`src/design/sap_pkg.sv`:
```
// Shared constants for the serial converter port
package sap_pkg;
    localparam int          RES_W         = 8;
    localparam int          CMD_W         = 4;
    localparam logic [2:0]  CMD_LAST      = 3'h3;
    localparam logic [2:0]  MUX_EN_FALL   = 3'h5;
    localparam logic [2:0]  FIX_EN_FALL   = 3'h1;
    localparam logic [3:0]  SENT_SAT      = 4'hf;
    localparam logic        RST_SCLK      = 1'b0;
    localparam logic        RST_SDO       = 1'b0;
    localparam logic [7:0]  RST_RESULT    = 8'h00;
    typedef enum logic [2:0] {
        SAP_IDLE,
        SAP_WAIT_START,
        SAP_CMD,
        SAP_ACQ,
        SAP_SHIFT
    } sap_state_e;
endpackage : sap_pkg

```
`src/design/sap_edge.sv`:
```
// Shift clock edge detector on the system clock
`timescale 1ns/1ps
module sap_edge
    import sap_pkg::*;
(
    input  wire logic clock_i,
    input  wire logic rstn_i,
    input  wire logic sclk_i,
    output logic      rise_o,
    output logic      fall_o
);
    logic sclk_prev;
    logic next_sclk_prev;

    always_comb begin
        next_sclk_prev = sclk_i;
    end

    always_ff @(posedge clock_i or negedge rstn_i) begin
        if (!rstn_i) begin
            sclk_prev <= RST_SCLK;
        end else begin
            sclk_prev <= next_sclk_prev;
        end
    end

    assign rise_o = sclk_i & ~sclk_prev;
    assign fall_o = ~sclk_i & sclk_prev;
endmodule : sap_edge

```
`src/design/sap_port.sv`:
```
// Serial control and result port of an 8-bit sampling converter
//
// Summary of operation
// Low select enables; high powers mux core down
// Falling select begins a new transfer
// Fixed variant drives output on first clock
// Two null bits precede the result
// Result MSB first, then zeros forever
// Select high resets serial state
// Mux variant samples input on rising clock
// Output changes on rising edge, host samples next
// Mux waits for start bit, takes 4 bits
// First two command bits set the multiplexer
// Last two bits give 2.5 clock acquisition; acquire_o lasts half a clock, 4th bit rise to next fall
// Fixed variant takes no command word
// Host runs 14.4MHz clock for fastest rate
// First one is start; later input ignored
// Bit one single-ended; bit two channel/polarity
// Shared wire: drive low on 5th fall
// Output high impedance while select high
`timescale 1ns/1ps
module sap_port
    import sap_pkg::*;
#(
    parameter bit IS_MUX = 1'b1
)(
    input  wire logic             clock_i,
    input  wire logic             rstn_i,
    input  wire logic             cs_n_i,
    input  wire logic             sclk_i,
    input  wire logic             sdi_i,
    input  wire logic [RES_W-1:0] conv_result_i,
    output logic                  sdo_o,
    output logic                  sdo_oe_o,
    output logic                  enable_o,
    output logic                  core_power_o,
    output logic                  single_or_differential_select_o,
    output logic                  channel_or_polarity_o,
    output logic                  acquire_o,
    output logic                  conv_start_o
);
    // ==========================================================
    // Shift clock edges
    logic sclk_rise;
    logic sclk_fall;

    sap_edge u_edge (
        .clock_i (clock_i),
        .rstn_i  (rstn_i),
        .sclk_i  (sclk_i),
        .rise_o  (sclk_rise),
        .fall_o  (sclk_fall)
    );

    // ==========================================================
    // Transfer sequencer
    sap_state_e       state,      next_state;
    logic [2:0]       fall_cnt,   next_fall_cnt;
    logic [2:0]       cmd_cnt,    next_cmd_cnt;
    logic             sel_single, next_sel_single;
    logic             sel_odd,    next_sel_odd;
    logic [RES_W-1:0] shreg,      next_shreg;
    logic             null_left,  next_null_left;
    logic             sdo,        next_sdo;
    logic             sdo_oe,     next_sdo_oe;
    logic             start,      next_start;
    logic [2:0]       en_fall;

    assign en_fall = IS_MUX ? MUX_EN_FALL : FIX_EN_FALL;

    always_comb begin
        next_state      = state;
        next_fall_cnt   = fall_cnt;
        next_cmd_cnt    = cmd_cnt;
        next_sel_single = sel_single;
        next_sel_odd    = sel_odd;
        next_shreg      = shreg;
        next_null_left  = null_left;
        next_sdo        = sdo;
        next_sdo_oe     = sdo_oe;
        next_start      = 1'b0;
        case (state)
            SAP_IDLE: begin
                next_fall_cnt = 3'h0;
                // A high select is overridden below, so only a low one begins a transfer
                next_state = IS_MUX ? SAP_WAIT_START : SAP_ACQ;
            end
            SAP_WAIT_START: begin
                // Leading zeros are skipped
                if (sclk_rise && sdi_i) begin
                    next_state    = SAP_CMD;
                    next_cmd_cnt  = 3'h0;
                    next_fall_cnt = 3'h0;
                end
            end
            SAP_CMD: begin
                if (sclk_fall) begin
                    next_fall_cnt = fall_cnt + 3'h1;
                end
                if (sclk_rise) begin
                    if (cmd_cnt == 3'h0) begin
                        next_sel_single = sdi_i;
                    end
                    if (cmd_cnt == 3'h1) begin
                        next_sel_odd = sdi_i;
                    end
                    next_cmd_cnt = cmd_cnt + 3'h1;
                    // Dummy bits only pace the acquisition
                    if (cmd_cnt == CMD_LAST) begin
                        next_state = SAP_ACQ;
                    end
                end
            end
            SAP_ACQ: begin
                if (sclk_fall) begin
                    if (fall_cnt + 3'h1 == en_fall) begin
                        next_state     = SAP_SHIFT;
                        next_sdo_oe    = 1'b1;
                        next_sdo       = 1'b0;
                        next_shreg     = conv_result_i;
                        next_null_left = 1'b1;
                        next_start     = 1'b1;
                    end else begin
                        next_fall_cnt = fall_cnt + 3'h1;
                    end
                end
            end
            SAP_SHIFT: begin
                if (sclk_rise) begin
                    if (null_left) begin
                        next_null_left = 1'b0;
                        next_sdo       = 1'b0;
                    end else begin
                        // Zero fill keeps output low after the LSB
                        next_sdo   = shreg[RES_W-1];
                        next_shreg = {shreg[RES_W-2:0], 1'b0};
                    end
                end
            end
            default: begin
                next_state = SAP_IDLE;
            end
        endcase
        // High select aborts anything in flight
        if (cs_n_i) begin
            next_state     = SAP_IDLE;
            next_sdo_oe    = 1'b0;
            next_sdo       = RST_SDO;
            next_null_left = 1'b0;
            next_cmd_cnt   = 3'h0;
            next_start     = 1'b0;
        end
        if (!IS_MUX) begin
            next_sel_single = 1'b0;
            next_sel_odd    = 1'b0;
        end
    end

    always_ff @(posedge clock_i or negedge rstn_i) begin
        if (!rstn_i) begin
            state      <= SAP_IDLE;
            fall_cnt   <= 3'h0;
            cmd_cnt    <= 3'h0;
            sel_single <= 1'b0;
            sel_odd    <= 1'b0;
            shreg      <= RST_RESULT;
            null_left  <= 1'b0;
            sdo        <= RST_SDO;
            sdo_oe     <= 1'b0;
            start      <= 1'b0;
        end else begin
            state      <= next_state;
            fall_cnt   <= next_fall_cnt;
            cmd_cnt    <= next_cmd_cnt;
            sel_single <= next_sel_single;
            sel_odd    <= next_sel_odd;
            shreg      <= next_shreg;
            null_left  <= next_null_left;
            sdo        <= next_sdo;
            sdo_oe     <= next_sdo_oe;
            start      <= next_start;
        end
    end

    // ==========================================================
    // Outputs
    assign sdo_o                           = sdo;
    assign sdo_oe_o                        = sdo_oe;
    assign enable_o                        = ~cs_n_i;
    // Fixed variant keeps its core powered between transfers
    assign core_power_o                    = IS_MUX ? ~cs_n_i : 1'b1;
    assign single_or_differential_select_o = sel_single;
    assign channel_or_polarity_o           = sel_odd;
    assign acquire_o                       = (state == SAP_ACQ);
    assign conv_start_o                    = start;

    // ==========================================================
    // Checks
    logic [3:0] sent_cnt;
    always_ff @(posedge clock_i or negedge rstn_i) begin
        if (!rstn_i) begin
            sent_cnt <= 4'h0;
        end else if (state != SAP_SHIFT) begin
            sent_cnt <= 4'h0;
        end else if (sclk_rise && sent_cnt != SENT_SAT) begin
            sent_cnt <= sent_cnt + 4'h1;
        end
    end

    AST_OE_OFF_CS_HIGH: assert property (@(posedge clock_i)
        disable iff (!rstn_i) cs_n_i |=> !sdo_oe_o)
        else $error("output driven while select high");
    AST_RESET_ON_CS: assert property (@(posedge clock_i)
        disable iff (!rstn_i) $rose(cs_n_i) |=> state == SAP_IDLE)
        else $error("serial state not reset on select high");
    AST_POWER_DOWN: assert property (@(posedge clock_i)
        disable iff (!rstn_i) IS_MUX && cs_n_i |-> !core_power_o)
        else $error("mux core powered while deselected");
    AST_EN_ON_FALL: assert property (@(posedge clock_i)
        disable iff (!rstn_i) $rose(sdo_oe_o) |-> $past(sclk_fall)
            && $past(acquire_o))
        else $error("output enabled off a falling edge");
    AST_NULL_BITS: assert property (@(posedge clock_i)
        disable iff (!rstn_i)
        sdo_oe_o && state == SAP_SHIFT && sent_cnt < 4'h2 |-> !sdo_o)
        else $error("null bit not zero");
    AST_MSB_FIRST: assert property (@(posedge clock_i)
        disable iff (!rstn_i) state == SAP_SHIFT && sclk_rise
            && !null_left && !cs_n_i |=> sdo_o == $past(shreg[RES_W-1]))
        else $error("result bit out of order");
    AST_ZERO_FILL: assert property (@(posedge clock_i)
        disable iff (!rstn_i) sent_cnt > 4'h9 |-> !sdo_o)
        else $error("nonzero bit after result");
    AST_CHANGE_ON_RISE: assert property (@(posedge clock_i)
        disable iff (!rstn_i) sdo_oe_o && $past(sdo_oe_o)
            && $changed(sdo_o) |-> $past(sclk_rise))
        else $error("output changed away from rising edge");
    AST_START_BIT: assert property (@(posedge clock_i)
        disable iff (!rstn_i) state == SAP_WAIT_START && !cs_n_i
            && sclk_rise |=> (state == SAP_CMD) == $past(sdi_i))
        else $error("start bit handling wrong");
    AST_MUX_SAMPLE: assert property (@(posedge clock_i)
        disable iff (!rstn_i) IS_MUX && state == SAP_CMD && !cs_n_i
            && sclk_rise && cmd_cnt == 3'h0
            |=> single_or_differential_select_o == $past(sdi_i))
        else $error("mode bit not sampled");
    AST_IGNORE_LATE: assert property (@(posedge clock_i)
        disable iff (!rstn_i) state == SAP_SHIFT
            |=> $stable(channel_or_polarity_o))
        else $error("input taken after command word");
    AST_NEW_TRANSFER: assert property (@(posedge clock_i)
        disable iff (!rstn_i) state == SAP_IDLE && !cs_n_i
            |=> state != SAP_IDLE)
        else $error("select low did not begin a transfer");
    AST_SELECT_RESET: assert property (@(posedge clock_i)
        disable iff (!rstn_i) cs_n_i
            |=> state == SAP_IDLE && !conv_start_o)
        else $error("deselect did not clear the transfer");
    AST_OE_HOLD: assert property (@(posedge clock_i)
        disable iff (!rstn_i) sdo_oe_o && !cs_n_i |=> sdo_oe_o)
        else $error("output released with select low");
    AST_START_PULSE: assert property (@(posedge clock_i)
        disable iff (!rstn_i) conv_start_o
            |-> $rose(sdo_oe_o) && state == SAP_SHIFT)
        else $error("conversion start not with output enable");
    AST_START_ONCE: assert property (@(posedge clock_i)
        disable iff (!rstn_i) conv_start_o |=> !conv_start_o)
        else $error("conversion start longer than one cycle");
    AST_ACQ_AFTER_CMD: assert property (@(posedge clock_i)
        disable iff (!rstn_i) IS_MUX && $rose(acquire_o)
            |-> $past(sclk_rise) && $past(cmd_cnt) == CMD_LAST)
        else $error("acquisition not after the fourth command bit");
    AST_FIFTH_FALL: assert property (@(posedge clock_i)
        disable iff (!rstn_i) IS_MUX && $rose(sdo_oe_o)
            |-> $past(fall_cnt) == MUX_EN_FALL - 3'h1)
        else $error("shared line not taken on the fifth fall");
    AST_MUX_ODD: assert property (@(posedge clock_i)
        disable iff (!rstn_i) IS_MUX && state == SAP_CMD && !cs_n_i
            && sclk_rise && cmd_cnt == 3'h1
            |=> channel_or_polarity_o == $past(sdi_i))
        else $error("channel bit not sampled");
    AST_FIXED_NO_CMD: assert property (@(posedge clock_i)
        disable iff (!rstn_i) !IS_MUX
            |-> state != SAP_WAIT_START && state != SAP_CMD)
        else $error("fixed variant waited for a command");
    AST_FIXED_SEL: assert property (@(posedge clock_i)
        disable iff (!rstn_i) !IS_MUX
            |-> !single_or_differential_select_o && !channel_or_polarity_o)
        else $error("fixed variant select not differential");

    COV_FULL_RESULT: cover property (@(posedge clock_i)
        disable iff (!rstn_i) sent_cnt == 4'h9);
    COV_SINGLE_ENDED: cover property (@(posedge clock_i)
        disable iff (!rstn_i) $rose(sdo_oe_o)
            && single_or_differential_select_o);
    COV_ABORT: cover property (@(posedge clock_i)
        disable iff (!rstn_i) state == SAP_CMD && cs_n_i);
    COV_REVERSED_DIFF: cover property (@(posedge clock_i)
        disable iff (!rstn_i) $rose(sdo_oe_o)
            && !single_or_differential_select_o && channel_or_polarity_o);
    COV_ZERO_TAIL: cover property (@(posedge clock_i)
        disable iff (!rstn_i) sent_cnt == 4'ha);
endmodule : sap_port

```
`config.mk`:
```
export PLATFORM = sky130hd
export DESIGN_NAME = sap_port
export DESIGN_NICKNAME = d
export VERILOG_FILES = /design/src/design/sap_pkg.sv /design/src/design/sap_edge.sv /design/src/design/sap_port.sv
export SDC_FILE = /design/constraint.sdc
export NUM_CORES = 1
export LEC_CHECK = 0
export ABC_AREA = 0
export BUFFER_PORTS_ARGS = -buffer_cell sky130_fd_sc_hd__buf_4
export CORE_MARGIN = 5
export CORE_UTILIZATION = 38
export DETAILED_ROUTE_END_ITERATION = 6
export PLACE_DENSITY = 0.67
export SLEW_MARGIN = 20
export SYNTH_ARGS = -nofsm -noshare
export SYNTH_HDL_FRONTEND = slang
export SYNTH_SLANG_ARGS = --single-unit
```
`constraint.sdc`:
```
create_clock -name clock_i -period 1.67 [get_ports clock_i]
set_input_delay 0.0835 -clock clock_i [delete_from_list [all_inputs] [get_ports clock_i]]
set_output_delay 0.0835 -clock clock_i [all_outputs]
set_load 0.01 [all_outputs]
```
==> out/metrics.csv, run 1 <==
stage,metric,value,unit
drt,DRC violations left,0,
timing,Fin Clk Skew,0.00208,ns
synth,sequential fraction of the synthesis area,43.4,%
final_layout,"commonest non-fill, non-tap cell in the layout",buf_4,
timing,slew margin rel.,70.8,%
synth,ys flop type,dfrtp_1,
synth,Syn Inst Count,122,
hold_path,Min-Delay Path Class,in -> reg,
synth,cell taking the most area after synthesis,dfrtp_1,
setup_path,Worst Path Max Fanout,4,
timing,actual slew at the worst max-slew pin,0.438,ns
timing,# setup viols final,0,
place,RD Place Congestion,0.763,
final_layout,Reg area,601,um2
floorplan,Die Wd,70.3,um
final_layout,share of cells above drive strength 1,46.0,%
setup_path,Crit Path Category,reg -> reg,
drt,vias,964,
drt,Via density,4.87,
place,I/O Buffers,20,
place,DP Area,0.00159,mm2
setup_path,startpoint types,flop,
final_layout,synthesis-to-layout area growth,28.9,%
floorplan,core area,0.00361,mm2
final_layout,final core utilization,49.4,%
clock_tree,CTS root buffer,clkbuf_8,
synth,top cell type's share of synthesized area,43.4,%
synth,"Net Count, Synth",141,
pwr,Tot Pwr,1.29,mW
grt,vias in the first global route,984,
clock_tree,Clock Latency Late Sink,0.26,ns
synth,Unique masters post-synth,38,
place,HPWL Detailed,1840,um
grt,grt ovf,0,
final_layout,nets,170,
setup_path,crit end category,flop,
drt,average wire per standard cell,12.7,um
clock_tree,CTS tree,yes,
drt,final antenna-violating net count,0,
floorplan,die area,0.00494,mm2
timing,Final Hold Fails,0,
synth,Post-Syn Area per Cell,11.3,um2
drt,DRT Wirelength,2520,um
status,status,"complete, no violations",
final_layout,n_diodes,0,
grt,antenna violations before repair,0,
timing,total negative setup slack,0,ns
grt,global-route wire length before repair,4390,um
final_layout,final instance area,0.00178,mm2
final_layout,post-route non-filler standard cell count,198,
pwr,Max IR drop VDD,468,uV
grt,gr usage total,10.7,%
final_layout,area taken by multi-input logic gates,763,um2
synth,"EDFF count, synth",0,
grt,largest net degree at the start of global routing,25,
floorplan,Die Y,70.3,um
setup_path,Critical Path AT,1.76,ns
place,Placed Cells,190,
run,Max Cap Viol,0,
setup_path,Critical Path RT,1.83,ns
timing,final period utilization,96.2,%
timing,min Tclk post-route,1.61,ns
final_layout,most frequent cells in the layout,"buf_4 (28), dfrtp_1 (24), mux2_2 (12)",
drt,first-pass detailed-route iteration total,4,
timing,final max-slew violation count,0,
clock_tree,H-tree Lvls,1,
synth,Post-synth ARST share,100,%
pwr,LEAKAGE,0.797,nW
pwr,PwrDens,725,mW/mm2
drt,initial drt markers,29,
floorplan,IO Pins,21,
synth,Post-Syn Area,0.00138,mm2
synth,YS warnings,0,
final_layout,# fillers,323,
synth,synthesis-stage register bit count,24,
clock_tree,total CTS buffers,3,
clock_tree,Max clock buf depth,2,
floorplan,Cell Rows,22,
clock_tree,TritonCTS Sinks,24,
timing,RSZ-0062 raised after global routing,false,
clock_tree,clk slew on worst S/H paths,0.09,ns
timing,maximum clock rate,0.622,GHz
synth,largest cells by area after synthesis,"dfrtp_1 (43%), mux2_2 (15%), ha_1 (5.4%), inv_1 (3.3%), a21oi_1 (2.2%)",
floorplan,initial core utilization,38.3,%
-- layer usage --
layer | global-route usage, % | vias to the layer above | part of all wire, %
met5 | 0 | - | 0
met4 | 3.19 | 0 | 1.2
met3 | 1.87 | 2 | 1.9
met2 | 18.2 | 10 | 49
met1 | 13.8 | 474 | 48
li1 | - | 478 | -
-- registers in the layout, summed over array words and instances (netlist names) --
register / count
conv_start_o: 1
state: 3
sdo_oe_o: 1
cmd_cnt: 3
null_left: 1
shreg: 8
fall_cnt: 3
single_or_differential_select_o: 1
channel_or_polarity_o: 1
u_edge.sclk_prev: 1
sdo_o: 1
-- cells by family (layout without fill, tap and decap cells) --
family,Yosys count,after routing,synth area share (%)
AO/OA/AOI/OAI,18,18,10.8
XOR/XNOR,1,1,1.18
adder cells (fa/ha/maj),6,6,5.43
buffers and inverters,19,47,6.97
flip-flops,24,24,43.4
multiplexers,21,21,16.9
AND/OR/NAND/NOR,33,33,15.3
-- path summary, 6_finish.rpt --
| kind | to | cells past startpoint | slack [ns] | from |
|---|---|---|---|---|
| min in group asynchronous | channel_or_polarity_o | 2 | 0.24 | rstn_i |
| worst max-delay path | shreg[7] | 6 | 0.06 | fall_cnt[0] |
| worst min-delay path | state[2] | 2 | 0.05 | cs_n_i |
| worst max register to register | shreg[7] | 6 | 0.06 | fall_cnt[0] |
| max in group asynchronous | shreg[7] | 2 | 1.19 | rstn_i |
| worst min register to register | channel_or_polarity_o | 1 | 0.51 | channel_or_polarity_o |
-- what timing repair did --
action	4_1_cts	5_1_grt
hold endpoints to repair	25	0
pin swaps	2	0
gates resized for setup	12	7
hold buffers	2	0
setup endpoints to repair	8	12
setup buffers	2	0
-- Yosys cell counts (3+ instances only) --
master    instances
a21oi_1           6
dfrtp_1          24
ha_1              6
inv_1            12
mux2_2           19
nand2_1           4
nand2b_1          3
nand4_1           3
nor2_1            5
nor2b_1           4
-- cell type report --
type                            instances  share of cell area [%]
Timing Repair Buffer                   31                    13.6
Multi-Input combinational cell         79                    42.8
Sequential cell                        24                    33.7
Clock inverter                          1                    1.69
Inverter                               12                    2.53
Tap cell                               48                    3.37
Clock buffer                            3                    2.32
-- worst max-delay path: stages, from the launching register on --
cell and delay (ns):
dfrtp_1 0.42, ha_4 0.20, xor2_4 0.19, nand4_4 0.14, o31ai_4 0.09, buf_4 0.17, mux2_4 0.29
-- stage by stage --
step / hold WS (ns) / setup slack [ns]
floorplan: -0.212 / 0.00311
global placement: -0.00155 / -0.00324
detailed placement: 0.00659 / -0.0593
CTS: 0.0444 / 0.0230
global route: 0.0403 / 0.00180
finish: 0.0470 / 0.0628
-- report_power, final --
part           internal (mW)  leakage [nW]  switching, mW
clock network          0.320        0.0357          0.191
registers              0.607         0.319         0.0158
logic                 0.0877         0.442         0.0696
(Power assumes the default switching activity.)
==> run 2, diff against run 1 <==
REMOVE_ABC_BUFFERS = 1   (was not set)
==> out/metrics.csv, run 2 (same netlist as run 1, synthesis figures left out) <==
stage,metric,value,unit,change
timing,final max-slew violation count,0,,unchanged
setup_path,max incr delay on CP,0.42,ns,about the same
floorplan,Die Y,70.3,um,unchanged
floorplan,initial core utilization,38.3,%,unchanged
grt,grt ovf,0,,unchanged
drt,average wire per standard cell,13.3,um,+5.0%
final_layout,most frequent cells in the layout,"buf_4 (30), dfrtp_1 (24), mux2_2 (12)",,
drt,first-pass detailed-route iteration total,4,,unchanged
clock_tree,H-tree Lvls,1,,unchanged
status,status,"complete, no violations",,
pwr,LEAKAGE,0.807,nW,+1.2%
setup_path,Worst Path Max Fanout,8,,+4
final_layout,synthesis-to-layout area growth,29.0,%,about the same
setup_path,worst path bufs/invs,1,,unchanged
grt,global-route wire length before repair,4620,um,+5.4%
floorplan,IO Pins,21,,unchanged
grt,vias in the first global route,1027,,+4.4%
grt,largest net degree at the start of global routing,25,,unchanged
final_layout,max reg flops,8,,unchanged
setup_path,Critical Path RT,1.83,ns,about the same
setup_path,Crit Path Category,reg -> reg,,
setup_path,cell family with most CP delay,flip-flops,,
timing,actual slew at the worst max-slew pin,0.395,ns,-0.0428 ns
timing,RSZ-0062 raised after global routing,true,,
timing,maximum clock rate,0.616,GHz,-1.0%
place,RD Place Congestion,0.778,,+2.1%
final_layout,n_diodes,0,,unchanged
timing,slew margin rel.,73.6,%,+2.9 points
drt,final antenna-violating net count,0,,unchanged
final_layout,nets,172,,+1.2%
setup_path,crit end category,flop,,
setup_path,crit-path cells,ha_4 > xor2_4 > nand4_4 > o31ai_4 > buf_12 > mux2_4,,
timing,Fin Clk Skew,0.00255,ns,+0.000470 ns
floorplan,Cell Rows,22,,unchanged
floorplan,Die Wd,70.3,um,unchanged
setup_path,slowest CP cell,dfrtp_1,,
setup_path,startpoint types,flop,,
timing,Hold WS,0.0486,ns,+0.00160 ns
run,Max Cap Viol,0,,unchanged
timing,# setup viols final,0,,unchanged
setup_path,Worst R2R Setup Slack,0.05,ns,-0.02 ns
drt,DRT Wirelength,2670,um,+6.0%
pwr,Max IR drop VDD,399,uV,-15%
setup_path,Critical Path AT,1.78,ns,+0.02 ns
final_layout,"commonest non-fill, non-tap cell in the layout",buf_4,,
clock_tree,CTS tree,yes,,
drt,vias,983,,+2.0%
place,Setup WS pre-CTS,-0.0349,ns,+0.0244 ns
grt,gr usage total,11.2,%,+0.52 points
timing,min Tclk post-route,1.62,ns,+0.0168 ns
timing,final period utilization,97.2,%,+1.0 points
drt,DRC violations left,0,,unchanged
timing,final worst slack,0.0459,ns,-0.0168 ns
floorplan,die area,0.00494,mm2,unchanged
grt,antenna violations before repair,0,,unchanged
timing,Final Hold Fails,0,,unchanged
final_layout,share of cells above drive strength 1,44.7,%,-1.3 points
place,HPWL Detailed,1980,um,+7.5%
drt,initial drt markers,43,,+48%
hold_path,Min-Delay Path Class,in -> reg,,
clock_tree,TritonCTS Sinks,24,,unchanged
floorplan,core area,0.00361,mm2,unchanged
clock_tree,Max clock buf depth,2,,unchanged
pwr,PwrDens,663,mW/mm2,-8.5%
pwr,Tot Pwr,1.18,mW,-8.4%
clock_tree,CTS root buffer,clkbuf_8,,
clock_tree,clk slew on worst S/H paths,0.09,ns,about the same
clock_tree,Clock Latency Late Sink,0.26,ns,about the same
place,I/O Buffers,20,,unchanged
drt,Via density,4.92,,+0.95%
clock_tree,total CTS buffers,3,,unchanged
final_layout,Top reg by flops,shreg,,
==> run 2: cell types whose count changed in the layout (fill, tap and decap cells not counted) <==
cell / change
a21oi_1: +2
a21oi_2: -2
buf_12: +1
buf_4: +2
buf_6: -1
bufinv_16: -1
clkbuf_8: +1
nand2b_2: -1
nand2b_4: +1
or2b_1: +1
or2b_4: -1
==> run 2: final timing paths <==
check,from,end,depth (start not counted)
worst max-delay path,fall_cnt[0],shreg[5],6
worst min-delay path,cs_n_i,state[2],2
worst max register to register,fall_cnt[0],shreg[5],6
worst min register to register,channel_or_polarity_o,channel_or_polarity_o,1
max in group asynchronous,rstn_i,shreg[1],2
min in group asynchronous,rstn_i,fall_cnt[2],2
==> run 2: where the power goes <==
part	switching, mW	total (mW)	internal (mW)
logic	0.0709	0.162	0.0906
clock network	0.187	0.398	0.210
registers	0.0163	0.623	0.607
total	0.275	1.18	0.908
==> run 2: repair_timing <==
item | in CTS | in global routing
pin swaps | 1 | 5
endpoints found under the setup margin | 7 | 14
gates resized for setup | 0 | 15
buffers inserted | 0 | 1
endpoints found under the hold margin | 25 | 0
hold buffers | 2 | 0
==> run 2: final cells by class <==
cell class	count	area, um2
clock buffer	4	55.1
inverter	12	45.0
sequential	24	601
tap	48	60.1
fill	324	1820
multi-input combinational	79	757
timing repair buffer	33	265
==> run 2: worst register-to-register path: stages, from the launching register on <==
cell,delay (ns)
dfrtp_1,0.42
ha_4,0.19
xor2_4,0.22
nand4_4,0.12
o31ai_4,0.09
buf_12,0.17
mux2_4,0.30
==> run 2: per-layer routing <==
layer	global-route usage, %	vias up	wire length [um]
li1	-	481	-
met2	19.0	21	1350
met4	1.28	0	0
met3	3.45	0	138
met5	0	-	0
met1	14.4	481	1180
==> run 2: metrics by stage <==
stage                     std cells  utilization, %  TNS [ns]  cell area (um2)
final                           200            49.4         0             1780
after global routing            200            49.4   -0.0998             1780
after CTS                       199            46.9    -0.138             1690
after detailed placement        193            44.8    -0.201             1620
after global placement          193            44.8         0             1620
after floorplan                 115               -         0             1330
